<file path="src/design/hptd_pkg.sv">
// Purpose: Shared constants for the heater power telecommand link.
// Assumes: Packets move as 16-bit words, first word first, on one clock.
// Notes: Field positions count from the most significant bit of each word.
package hptd_pkg;
    localparam int WORDS = 7;                         // Packet length in 16-bit words.
    localparam logic [2:0] VERSION = 3'h0;
    localparam logic [0:0] TC_TYPE = 1'h1;
    localparam logic [0:0] DFH_FLAG = 1'h1;
    localparam logic [6:0] APID = 7'h47;
    localparam logic [3:0] CATEGORY = 4'hC;
    localparam logic [1:0] SEQ_FLAGS = 2'h3;
    localparam logic [2:0] SEQ_SOURCE = 3'h0;
    localparam logic [15:0] LENGTH = 16'h0007;
    localparam logic [2:0] SVC_VERSION = 3'h0;
    localparam logic [0:0] CKSUM_FLAG = 1'h1;
    localparam logic [3:0] ACK = 4'h1;
    localparam logic [7:0] PKT_TYPE = 8'hC0;
    localparam logic [7:0] SUBTYPE = 8'h65;
    localparam logic [7:0] PAD = 8'h00;
    localparam logic [15:0] DATA_OFF = 16'h0000;
    localparam logic [15:0] DATA_ON = 16'h0001;
    localparam logic [15:0] CKSUM_SEED = 16'hFFFF;
    localparam logic [6:0] CTRL_ADDR = 7'h64;         // Control register address 100.
    localparam int CTRL_HEATER_BIT = 14;
    localparam int HK_HEATER_BIT = 9;
    localparam logic [15:0] CTRL_RESET = 16'h0000;
    // Host register offsets.
    localparam logic [3:0] REG_CMD = 4'h0;
    localparam logic [3:0] REG_STAT = 4'h1;
    localparam logic [3:0] REG_SEQ = 4'h2;
endpackage

</file>
<file path="src/design/hptd_link_if.sv">
// Purpose: Word link from command computer to instrument decoder.
// Assumes: One clock shared by both ends.
// Notes: A word passes when valid and ready are both high.
`timescale 1ns/1ns
interface hptd_link_if;
    logic valid;
    logic ready;
    logic [15:0] data;
    logic last;
    logic restart;
    modport host (output valid, output data, output last, output restart, input ready);
    modport dev (input valid, input data, input last, input restart, output ready);
endinterface

</file>
<file path="src/design/hptd_cksum.sv">
// Purpose: Running 16-bit packet checksum over words.
// Assumes: Caller clears it on the last word of each packet.
// Notes: Rotate-and-xor sum; same module at both ends.
`timescale 1ns/1ns
module hptd_cksum
    import hptd_pkg::*;
(
    input wire logic clk_sys_i,       // System clock.
    input wire logic rst_n_i,         // Synchronous reset, active low.
    input wire logic clear_i,         // Restart the sum.
    input wire logic add_i,           // Fold in word_i.
    input wire logic [15:0] word_i,   // Word to add.
    output logic [15:0] sum_o         // Current sum.
);
    typedef struct packed {
        logic [15:0] sum;
    } hptd_ck_t;
    hptd_ck_t s_q, s_d;

    // Clear takes priority so a new packet never inherits an old sum.
    always_comb begin
        s_d = s_q;
        if (clear_i) begin
            s_d.sum = CKSUM_SEED;
        end else if (add_i) begin
            s_d.sum = {s_q.sum[14:0], s_q.sum[15]} ^ word_i;
        end
    end

    // State register.
    always_ff @(posedge clk_sys_i) begin
        if (!rst_n_i) begin
            s_q <= '{sum: CKSUM_SEED};
        end else begin
            s_q <= s_d;
        end
    end

    assign sum_o = s_q.sum;
endmodule // hptd_cksum

</file>
<file path="src/design/hptd_dev.sv">
// Purpose: Instrument end: decodes heater power telecommands.
// Assumes: Words arrive first to last; last marks the checksum word.
// Notes: Any bad field or checksum drops the packet with a reject_o pulse.
// Notes on behaviour
// RL1: APID 1000111, category 1100, fixed bits checked.
// RL2: Sequence count top three bits zero.
// RL3: Sender counts per APID and category.
// RL4: Length field must equal seven.
// RL5: Service version 000, checksum flag set.
// RL6: Acknowledge field must be 0001.
// RL7: Packet type must be 192.
// RL8: Subtype 101 after zero pad selects heater; code puts subtype in the high byte and the zero pad after it.
// RL9: Data 0 means off, 1 means on.
// RL10: Apply accepted setting immediately.
// RL11: Write control address 100 bit 14 only.
// RL12: Housekeeping bit 9 mirrors heater state.
// RL13: Reset and restart force heater off.
// RL14: Bad checksum or header discards packet.
// RL15: Data other than 0 or 1 ignored.
`timescale 1ns/1ns
module hptd_dev
    import hptd_pkg::*;
(
    input wire logic clk_sys_i,           // System clock.
    input wire logic rst_n_i,             // Synchronous reset, active low.
    hptd_link_if.dev link,                // Command link.
    output logic heater_en_o,             // Heater drive, high = on.
    output logic [15:0] control_address_register_o, // Control register 100.
    output logic [15:0] control_status_housekeeping_word_o, // Housekeeping word.
    output logic accept_o,                // One-cycle pulse on accepted command.
    output logic reject_o                 // One-cycle pulse on dropped packet.
);
    typedef struct packed {
        logic [2:0] idx;
        logic bad;
        logic [15:0] value;
        logic [15:0] ctrl;
        logic accept;
        logic reject;
    } hptd_dev_t;
    hptd_dev_t s_q, s_d;
    logic [15:0] sum;
    logic take;
    logic word_ok;
    logic [15:0] w;

    assign take = link.valid;   // Always ready; no stall needed at this rate.
    assign link.ready = 1'b1;
    assign w = link.data;

    hptd_cksum u_ck (
        .clk_sys_i(clk_sys_i),
        .rst_n_i(rst_n_i),
        .clear_i(take && link.last),
        .add_i(take && !link.last),
        .word_i(w),
        .sum_o(sum)
    );

    // Per-word field checks.
    always_comb begin
        word_ok = 1'b0;
        case (s_q.idx)
            3'h0: word_ok = (w[15:13] == VERSION) && (w[12] == TC_TYPE) && // see RL1
                (w[11] == DFH_FLAG) && (w[10:4] == APID) && (w[3:0] == CATEGORY);
            3'h1: word_ok = (w[15:14] == SEQ_FLAGS) && (w[13:11] == SEQ_SOURCE); // see RL2
            3'h2: word_ok = (w == LENGTH); // see RL4
            3'h3: word_ok = (w[15:13] == SVC_VERSION) && (w[12] == CKSUM_FLAG) && // see RL5
                (w[11:8] == ACK) && (w[7:0] == PKT_TYPE); // see RL6 see RL7
            3'h4: word_ok = (w[15:8] == SUBTYPE) && (w[7:0] == PAD); // see RL8
            3'h5: word_ok = (w == DATA_OFF) || (w == DATA_ON); // see RL9 see RL15
            3'h6: word_ok = (w == sum); // see RL14
            default: word_ok = 1'b0;
        endcase
    end

    // Packet walk; a short or long packet is judged bad at its last word.
    always_comb begin
        s_d = s_q;
        s_d.accept = 1'b0;
        s_d.reject = 1'b0;
        if (take) begin
            if (s_q.idx == 3'h5) begin
                s_d.value = w;
            end
            if (link.last) begin
                s_d.idx = 3'h0;
                s_d.bad = 1'b0;
                if (!s_q.bad && word_ok && s_q.idx == 3'(WORDS - 1)) begin // see RL14
                    s_d.ctrl[CTRL_HEATER_BIT] = s_q.value[0]; // see RL10 see RL11
                    s_d.accept = 1'b1;
                end else begin
                    s_d.reject = 1'b1;
                end
            end else begin
                s_d.bad = s_q.bad || !word_ok || (s_q.idx == 3'(WORDS - 1));
                if (s_q.idx != 3'(WORDS - 1)) begin
                    s_d.idx = s_q.idx + 3'h1;
                end
            end
        end
        if (link.restart) begin
            s_d.ctrl[CTRL_HEATER_BIT] = 1'b0; // see RL13
            s_d.idx = 3'h0;
            s_d.bad = 1'b0;
        end
    end

    // State register; reset puts the heater off.
    always_ff @(posedge clk_sys_i) begin
        if (!rst_n_i) begin
            s_q <= '{idx: 3'h0, bad: 1'b0, value: 16'h0000, ctrl: CTRL_RESET, // see RL13
                     accept: 1'b0, reject: 1'b0};
        end else begin
            s_q <= s_d;
        end
    end

    assign heater_en_o = s_q.ctrl[CTRL_HEATER_BIT];
    assign control_address_register_o = s_q.ctrl;
    // Only the heater bit is modelled in the housekeeping word.
    always_comb begin
        control_status_housekeeping_word_o = 16'h0000;
        control_status_housekeeping_word_o[HK_HEATER_BIT] = s_q.ctrl[CTRL_HEATER_BIT]; // see RL12
    end
    assign accept_o = s_q.accept;
    assign reject_o = s_q.reject;
endmodule // hptd_dev

</file>
<file path="src/flat_wrapper.sv">
// flat-port wrapper written by rule: the top's interface ports become plain ports
module hptd_dev_flat import hptd_pkg::*;
  (clk_sys_i, rst_n_i, heater_en_o, control_address_register_o, control_status_housekeeping_word_o, accept_o, reject_o, link_valid, link_data, link_last, link_restart, link_ready);
  hptd_link_if link_i ();
  input wire logic clk_sys_i;
  input wire logic rst_n_i;
  output logic heater_en_o;
  output logic [15:0] control_address_register_o;
  output logic [15:0] control_status_housekeeping_word_o;
  output logic accept_o;
  output logic reject_o;
  input wire logic [$bits(link_i.valid)-1:0] link_valid;
  input wire logic [$bits(link_i.data)-1:0] link_data;
  input wire logic [$bits(link_i.last)-1:0] link_last;
  input wire logic [$bits(link_i.restart)-1:0] link_restart;
  output wire logic [$bits(link_i.ready)-1:0] link_ready;
  assign link_i.valid = link_valid;
  assign link_i.data = link_data;
  assign link_i.last = link_last;
  assign link_i.restart = link_restart;
  assign link_ready = link_i.ready;
  hptd_dev u_core (.clk_sys_i(clk_sys_i), .rst_n_i(rst_n_i), .link(link_i), .heater_en_o(heater_en_o), .control_address_register_o(control_address_register_o), .control_status_housekeeping_word_o(control_status_housekeeping_word_o), .accept_o(accept_o), .reject_o(reject_o));
endmodule
</file>
<file path="config.mk">
export PLATFORM = sky130hd
export DESIGN_NAME = hptd_dev_flat
export DESIGN_NICKNAME = d
export VERILOG_FILES = /design/src/design/hptd_pkg.sv /design/src/design/hptd_link_if.sv /design/src/design/hptd_cksum.sv /design/src/design/hptd_dev.sv /design/src/flat_wrapper.sv
export SDC_FILE = /design/constraint.sdc
export NUM_CORES = 1
export LEC_CHECK = 0
export BUFFER_PORTS_ARGS = -buffer_cell sky130_fd_sc_hd__buf_2
export CORE_ASPECT_RATIO = 1.4
export CORE_MARGIN = 2
export CORE_UTILIZATION = 40
export CTS_BUF_LIST = sky130_fd_sc_hd__clkbuf_4
export CTS_CLUSTER_SIZE = 40
export DETAILED_ROUTE_END_ITERATION = 7
export PLACE_DENSITY_LB_ADDON = 0.1
export SETUP_SLACK_MARGIN = 0.2
export SYNTH_ARGS = -nofsm -noshare
export SYNTH_HDL_FRONTEND = slang
export SYNTH_SLANG_ARGS = --single-unit
</file>
<file path="constraint.sdc">
create_clock -name clk_sys_i -period 2.8 [get_ports clk_sys_i]
set_clock_uncertainty 0.2 [all_clocks]
set_input_delay 0.14 -clock clk_sys_i [delete_from_list [all_inputs] [get_ports clk_sys_i]]
set_output_delay 0.14 -clock clk_sys_i [all_outputs]
set_load 0.05 [all_outputs]
</file>
[Yosys cells after proc, flatten, opt, wreduce, memory -nomap -nowiden]
Cells that the tools add are included.
Operators by class
  add/sub/neg operators: 1
  equal/unequal tests: 16
  multiplexer cells: 5
  bitwise gates (word level): 2
  reductions and logical operators: 30
Operator list (number)
  16-bit by 1-bit equality test with 1-bit output (second input constant): 1
  16-bit equality test: 1
  16-bit by 3-bit equality test with 1-bit output (second input constant): 1
  16-bit zero test: 1
  16-bit bitwise XOR: 1
  1-bit logical AND: 12
  3-bit equality test (second input constant): 3
  3-bit zero test: 3
  8-bit by 7-bit equality test with 1-bit output (second input constant): 1
  8-bit equality test (second input constant): 1
  8-bit zero test: 1
  7-bit equality test (second input constant): 1
  1-bit one-hot mux with 7 select lines: 1
  3-bit by 2-bit equality test with 1-bit output (second input constant): 2
  3-bit AND reduction: 2
  4-bit by 1-bit equality test with 1-bit output (second input constant): 1
  4-bit equality test (second input constant): 1
  4-bit two-way mux: 1
  2-bit AND reduction: 2
  2-bit OR reduction: 2
  3-bit by 1-bit adder with 3-bit output (second input constant): 1
  3-bit by 1-bit equality test with 1-bit output (second input constant): 1
  1-bit zero test: 3
  1-bit logical OR: 3
  other kinds (6): 7
Storage, ports and cells
  register bits after elaboration: 24
  output and inout bits: 36
  logic and storage cells: 61

[Logic depth before layout (Yosys ltp)]
  depth after elaboration: 10
  mapped depth: 10

[By module]
From an unflattened synthesis, not the netlist that was laid out.
Second synthesis, totals
  cell total of the unflattened synthesis: 245
  area total of the unflattened synthesis: 2030.7 um^2
Modules (own cells, without submodules)
  hptd_dev: times used 1, cells an instance 173, area an instance 1256.2 um^2, seq. area each 160.2 um^2
  hptd_cksum: times used 1, cells an instance 72, area an instance 774.5 um^2, seq. area each 320.3 um^2

[Worst setup path after synthesis]
No wires, ideal clock.
  path kind: register to register
  start point: register u_core.s_q[35] (netlist name)
  end point: register u_core.s_q, in the netlist u_core.control_address_register_o[14]
  setup time: 0.072 ns
  arrival: 2.220 ns
  required time: 2.528 ns
  path slack: 0.309 ns
  cell stages (with the launch flop): 10
  path through: dfxtp_1 inv_1 ha_1 nand2_4 buf_4 nand2_1 a2111oi_0 o2111ai_1 a2111oi_4 mux2i_1
On the way
  longest elaborated chain between the ends: 5
  elaborated cells on any way between the ends: 11
  classes of those cells: eq/ne (6); mux (1); reduce/logical (4)
Ends and longest elaborated chain
  start, declared: line hptd_dev.sv:41  | hptd_dev_t s_q, s_d;
  start signal, assigned: line hptd_dev.sv:112  | s_q <= '{idx: 3'h0, bad: 1'b0, value: 16'h0000, ctrl: CTRL_RESET,
  3-bit equality test (tied with other cells): line hptd_dev.sv:63, hptd_dev.sv:89
  1-bit one-hot mux with 7 select lines: line hptd_dev.sv:63  | case (s_q.idx)
  1-bit logical AND: line hptd_dev.sv:89  | if (!s_q.bad && word_ok && s_q.idx == 3'(WORDS - 1)) begin
  1-bit logical AND (*): line hptd_dev.sv:89
  3-bit AND reduction (no source line) (*)
Mark *: on every way between the ends. The rest lies on a longest branch, timed or not.
A chain may end at the register's enable or synchronous reset.

[Worst setup path in the final report]
Same ends and word-level chain as after synthesis.

==> results by stage <==
Detailed routing:
- The routed layout has 1695 vias.
- In the routed layout, each cell is associated on average with a via count of 5.183.
- The number of design-rule violations left by the first detailed-router iteration is 49.
- Before antenna repair, the detailed router went through 4 iterations.
- For this run, design rule violations remaining after detail routing come to 0.
- The final layout contains routed wiring with a total length of 4723 microns.
- The detail route stage leaves a number of antenna-violating nets equal to 0.
- In the final routed layout, each cell accounts on average for 14.44 microns.

Clocking:
- In this run the deepest clock path goes through 2 buffers.
- The cell chosen for the clock root is sky130_fd_sc_hd__clkbuf_4.
- Counting the buffers created by CTS gives 3.
- The clock latency at the later pin of the worst-skew pair is 330 ps.
- CTS built an H-tree with a depth of 1.
- TritonCTS built the clock tree.
- The count of clock tree sinks is 24.
- Clock-pin slew was measured on the worst setup and hold paths at 150 ps.

Pwr:
- Per report_power, the combinational group accounts for 25.9% of the total.
- The fraction of power consumed by sequential logic is 43.4%.
- In this run the static leakage power is 0.8362 nW.
- The switching part of the total is 35.15%.
- After layout, the design draws a total of 0.0008553 W.
- The power density of the placed cells is 410.6 mW/mm^2.
- IR analysis of the VDD net gives a maximum drop of 0.0002660 V.
- For this design the total switching power over the nets is 0.0003006 W.
- Internal power comes to 0.0005547 W.
- The clock network accounts for 30.7% of the total power.

Layout:
- The proportion of layout cells with a drive suffix above 1 is 17.36%.
- For this run, the post-layout net count is 292.
- The area growth from synthesis to layout is 8.047%.
- Once layout is complete, the utilization of the core stands at 45.57%.
- For this run, the number of standard cells in the final layout without fillers is 327.
- The number of diodes added for antenna fixing is 0.

Worst setup path:
- The kind of end point of the critical path is a flop.
- Data on the critical path arrives at its endpoint at 2510 ps.
- The critical path startpoint category is a flop.
- STA puts the critical path data required time at 2880 ps.
- In this run the worst path has a maximum fanout of 5.
- The critical path in this run is classified as flop to flop.

STA:
- The final-report max-slew violation count came to 0.
- The number of failing hold endpoints at the final stage was 0.
- The post-route minimum period is 2436 ps.
- Setup violations remaining at the end of the flow were counted as 0.
- For the final routed database, the setup TNS stands at 0 ps.
- The worst hold margin is 6.626 ps.
- Of the available clock period, the critical path in the final layout requires 87.00%.
- Setup repair after global routing could not meet its margin everywhere.
- Static timing analysis puts the maximum clock frequency at 0.4105 GHz.

Place:
- The detailed placer's ending HPWL is 3528 microns.
- Once placement completed, the tool counted placed cells totaling 317.
- The congestion estimate from routability-driven global placement came to 0.9136.
- Input and output buffers added on the ports amount to 25.

Floorplanning:
- From left edge to right edge, the die measures 62.68 microns.
- The floorplan step defined a die boundary enclosing 0.005399 sq mm.
- The vertical extent of the die is 86.15 microns.
- The initial core utilization is 42.17%.
- The total number of placement rows is 29.
- The area of the core is 0.004572 sq mm.
- The I/O pin count is 57.

Yosys:
- The leading register cell type out of synthesis is sky130_fd_sc_hd__dfxtp_1.
- The mapped netlist covers 0.001928 sq mm.
- The synthesized area per cell is 7.935 sq um.
- The sequential fraction of the synthesis area is 24.92%.
- The synthesized design contains 0 enable-type register cells.
- The share of Yosys cell area claimed by the top area cell type is 24.92%.
- Yosys mapped the design onto 49 distinct sky130hd cell types.
- By area the synthesized netlist is led by sky130_fd_sc_hd__dfxtp_1 25%, sky130_fd_sc_hd__buf_4 13%, sky130_fd_sc_hd__xor2_1 9.5%, sky130_fd_sc_hd__nand2_1 5.6%, sky130_fd_sc_hd__o22ai_1 5.5%.
- Counting flops and latches in the post-synthesis netlist gives 24.
- Of all flip-flops after synthesis, the portion carrying an async set or reset was 0%.
- The library cell with the largest summed area after synthesis is sky130_fd_sc_hd__dfxtp_1.
- The number of warning messages in the yosys log is 0.
- Counting every instance in the synthesized netlist gives 243.
- Counting instances in the post-synthesis netlist gives the leading cell types as 34 x sky130_fd_sc_hd__buf_4, 29 x sky130_fd_sc_hd__nand2_1, 24 x sky130_fd_sc_hd__dfxtp_1.
- Yosys instantiated no cell more often than sky130_fd_sc_hd__buf_4.

Global routing:
- The first global-routing pass estimated 7686 microns of wire.
- Across every metal layer, demand over resource in global routing totals 18.07%.
- The initial antenna violation count is 0.
- The total congestion overflow is 0.
- The largest net degree at the start of global routing is 23.
- The via count of the first global-routing pass came to 1604.

Min path:
- The worst hold path class is input pin to flop.

Run:
- The reported max-cap violation count is 0.

Outcome:
- The run finished with clean final reports.
cell usage in the layout (no fill, tap or decap), drive strengths merged, types with 2 or more instances in the layout:
| master | count |
|---|---|
| dfxtp | 24 |
| nand2 | 30 |
| or4 | 2 |
| conb | 31 |
| mux2i | 2 |
| nor4 | 4 |
| buf | 32 |
| o21ai | 2 |
| o32a | 2 |
| inv | 8 |
| nor3 | 5 |
| nand4b | 4 |
| nand3 | 6 |
| o22ai | 17 |
| o2111ai | 2 |
| nor2 | 13 |
| clkbuf | 3 |
| a21oi | 8 |
| dlygate4sd3 | 4 |
| xor2 | 21 |
| ha | 5 |
| nand4 | 3 |
| nand2b | 10 |
| a2111oi | 5 |
| nor2b | 3 |
| o32ai | 2 |
critical path, cell delays in order (launching register included):
cell,delay [ps]
sky130_fd_sc_hd__dfxtp_2,370
sky130_fd_sc_hd__inv_1,120
sky130_fd_sc_hd__ha_1,230
sky130_fd_sc_hd__nand2_1,60
sky130_fd_sc_hd__or4_1,550
sky130_fd_sc_hd__a21oi_2,180
sky130_fd_sc_hd__nor3_2,100
sky130_fd_sc_hd__a2111oi_4,370
sky130_fd_sc_hd__mux2i_1,200
cell families (layout without fill, tap and decap cells):
family	Yosys count	after routing	share of synthesized area, %
and+or+nand+nor	86	86	23.82
buffers and inverters	55	48	18.30
other	2	31	0.3895
xor gates and xnor gates	22	22	9.994
DFF	24	24	24.92
AOI/OAI and AO/OA	47	47	18.30
muxes	2	2	1.038
adders and majority gates	5	5	3.245
state kept, by name, summed over array words and instances (netlist names):
signal and flops:
u_core.u_ck.sum_o 16, u_core.s_q 5, u_core.accept_o 1, u_core.control_address_register_o 1
u_core.reject_o 1
power by group through the flow:
stage | sequential [W] | clock, W | combinational [W]
after floorplan | 0.000375 | 0 | 0.000203
after global placement | 0.000379 | 0 | 0.000217
after detailed placement | 0.000378 | 0 | 0.000216
after CTS | 0.000371 | 0.000274 | 0.000220
after global routing | 0.000374 | 0.000292 | 0.000239
final | 0.000371 | 0.000263 | 0.000221
timing repair:
| item | in CTS | in global routing |
|---|---|---|
| pin swaps | 1 | 2 |
| endpoints found under the setup margin | 2 | 4 |
| hold buffers | 4 | 0 |
| endpoints found under the hold margin | 24 | 0 |
| setup buffers | 2 | 0 |
| gates resized for setup | 1 | 5 |
path summary, 6_finish.rpt:
check                                               end           start  slack [ps]  depth (start not counted)
setup reg to reg  u_core.control_address_register_o[14]  u_core.s_q[35]         360                          8
setup / recovery  u_core.control_address_register_o[14]  u_core.s_q[35]         360                          8
hold / removal                     u_core.u_ck.sum_o[5]    link_data[5]           7                          4
hold reg to reg   u_core.control_address_register_o[14]  u_core.s_q[18]         270                          2
per-layer routing:
metal | vias to the layer above | wire (microns) | global-route usage, %
met3 | 11 | 245 | 2.493
li1 | 839 | - | -
met1 | 784 | 1941 | 21.99
met4 | 0 | 133 | 9.091
met2 | 61 | 2402 | 31.09
met5 | - | 0 | 0
layout make-up:
cell class	instances	area, sq um
sequential	24	483.0
fill	484	2489
multi-input combinational	193	1222
tap	62	77.57
timing repair buffer	36	217.7
inverter	8	30.03
clock buffer	3	22.52
clock inverter	1	30.03
stage by stage:
stage | setup WS [ps] | cell area (sq um)
after floorplan | 308.8 | 2037
after global placement | 229.6 | 1954
after detailed placement | 156.9 | 1954
after CTS | 249.3 | 2064
after global routing | 214.1 | 2083
final | 364.0 | 2083
Power figures use the tool's default switching activity.
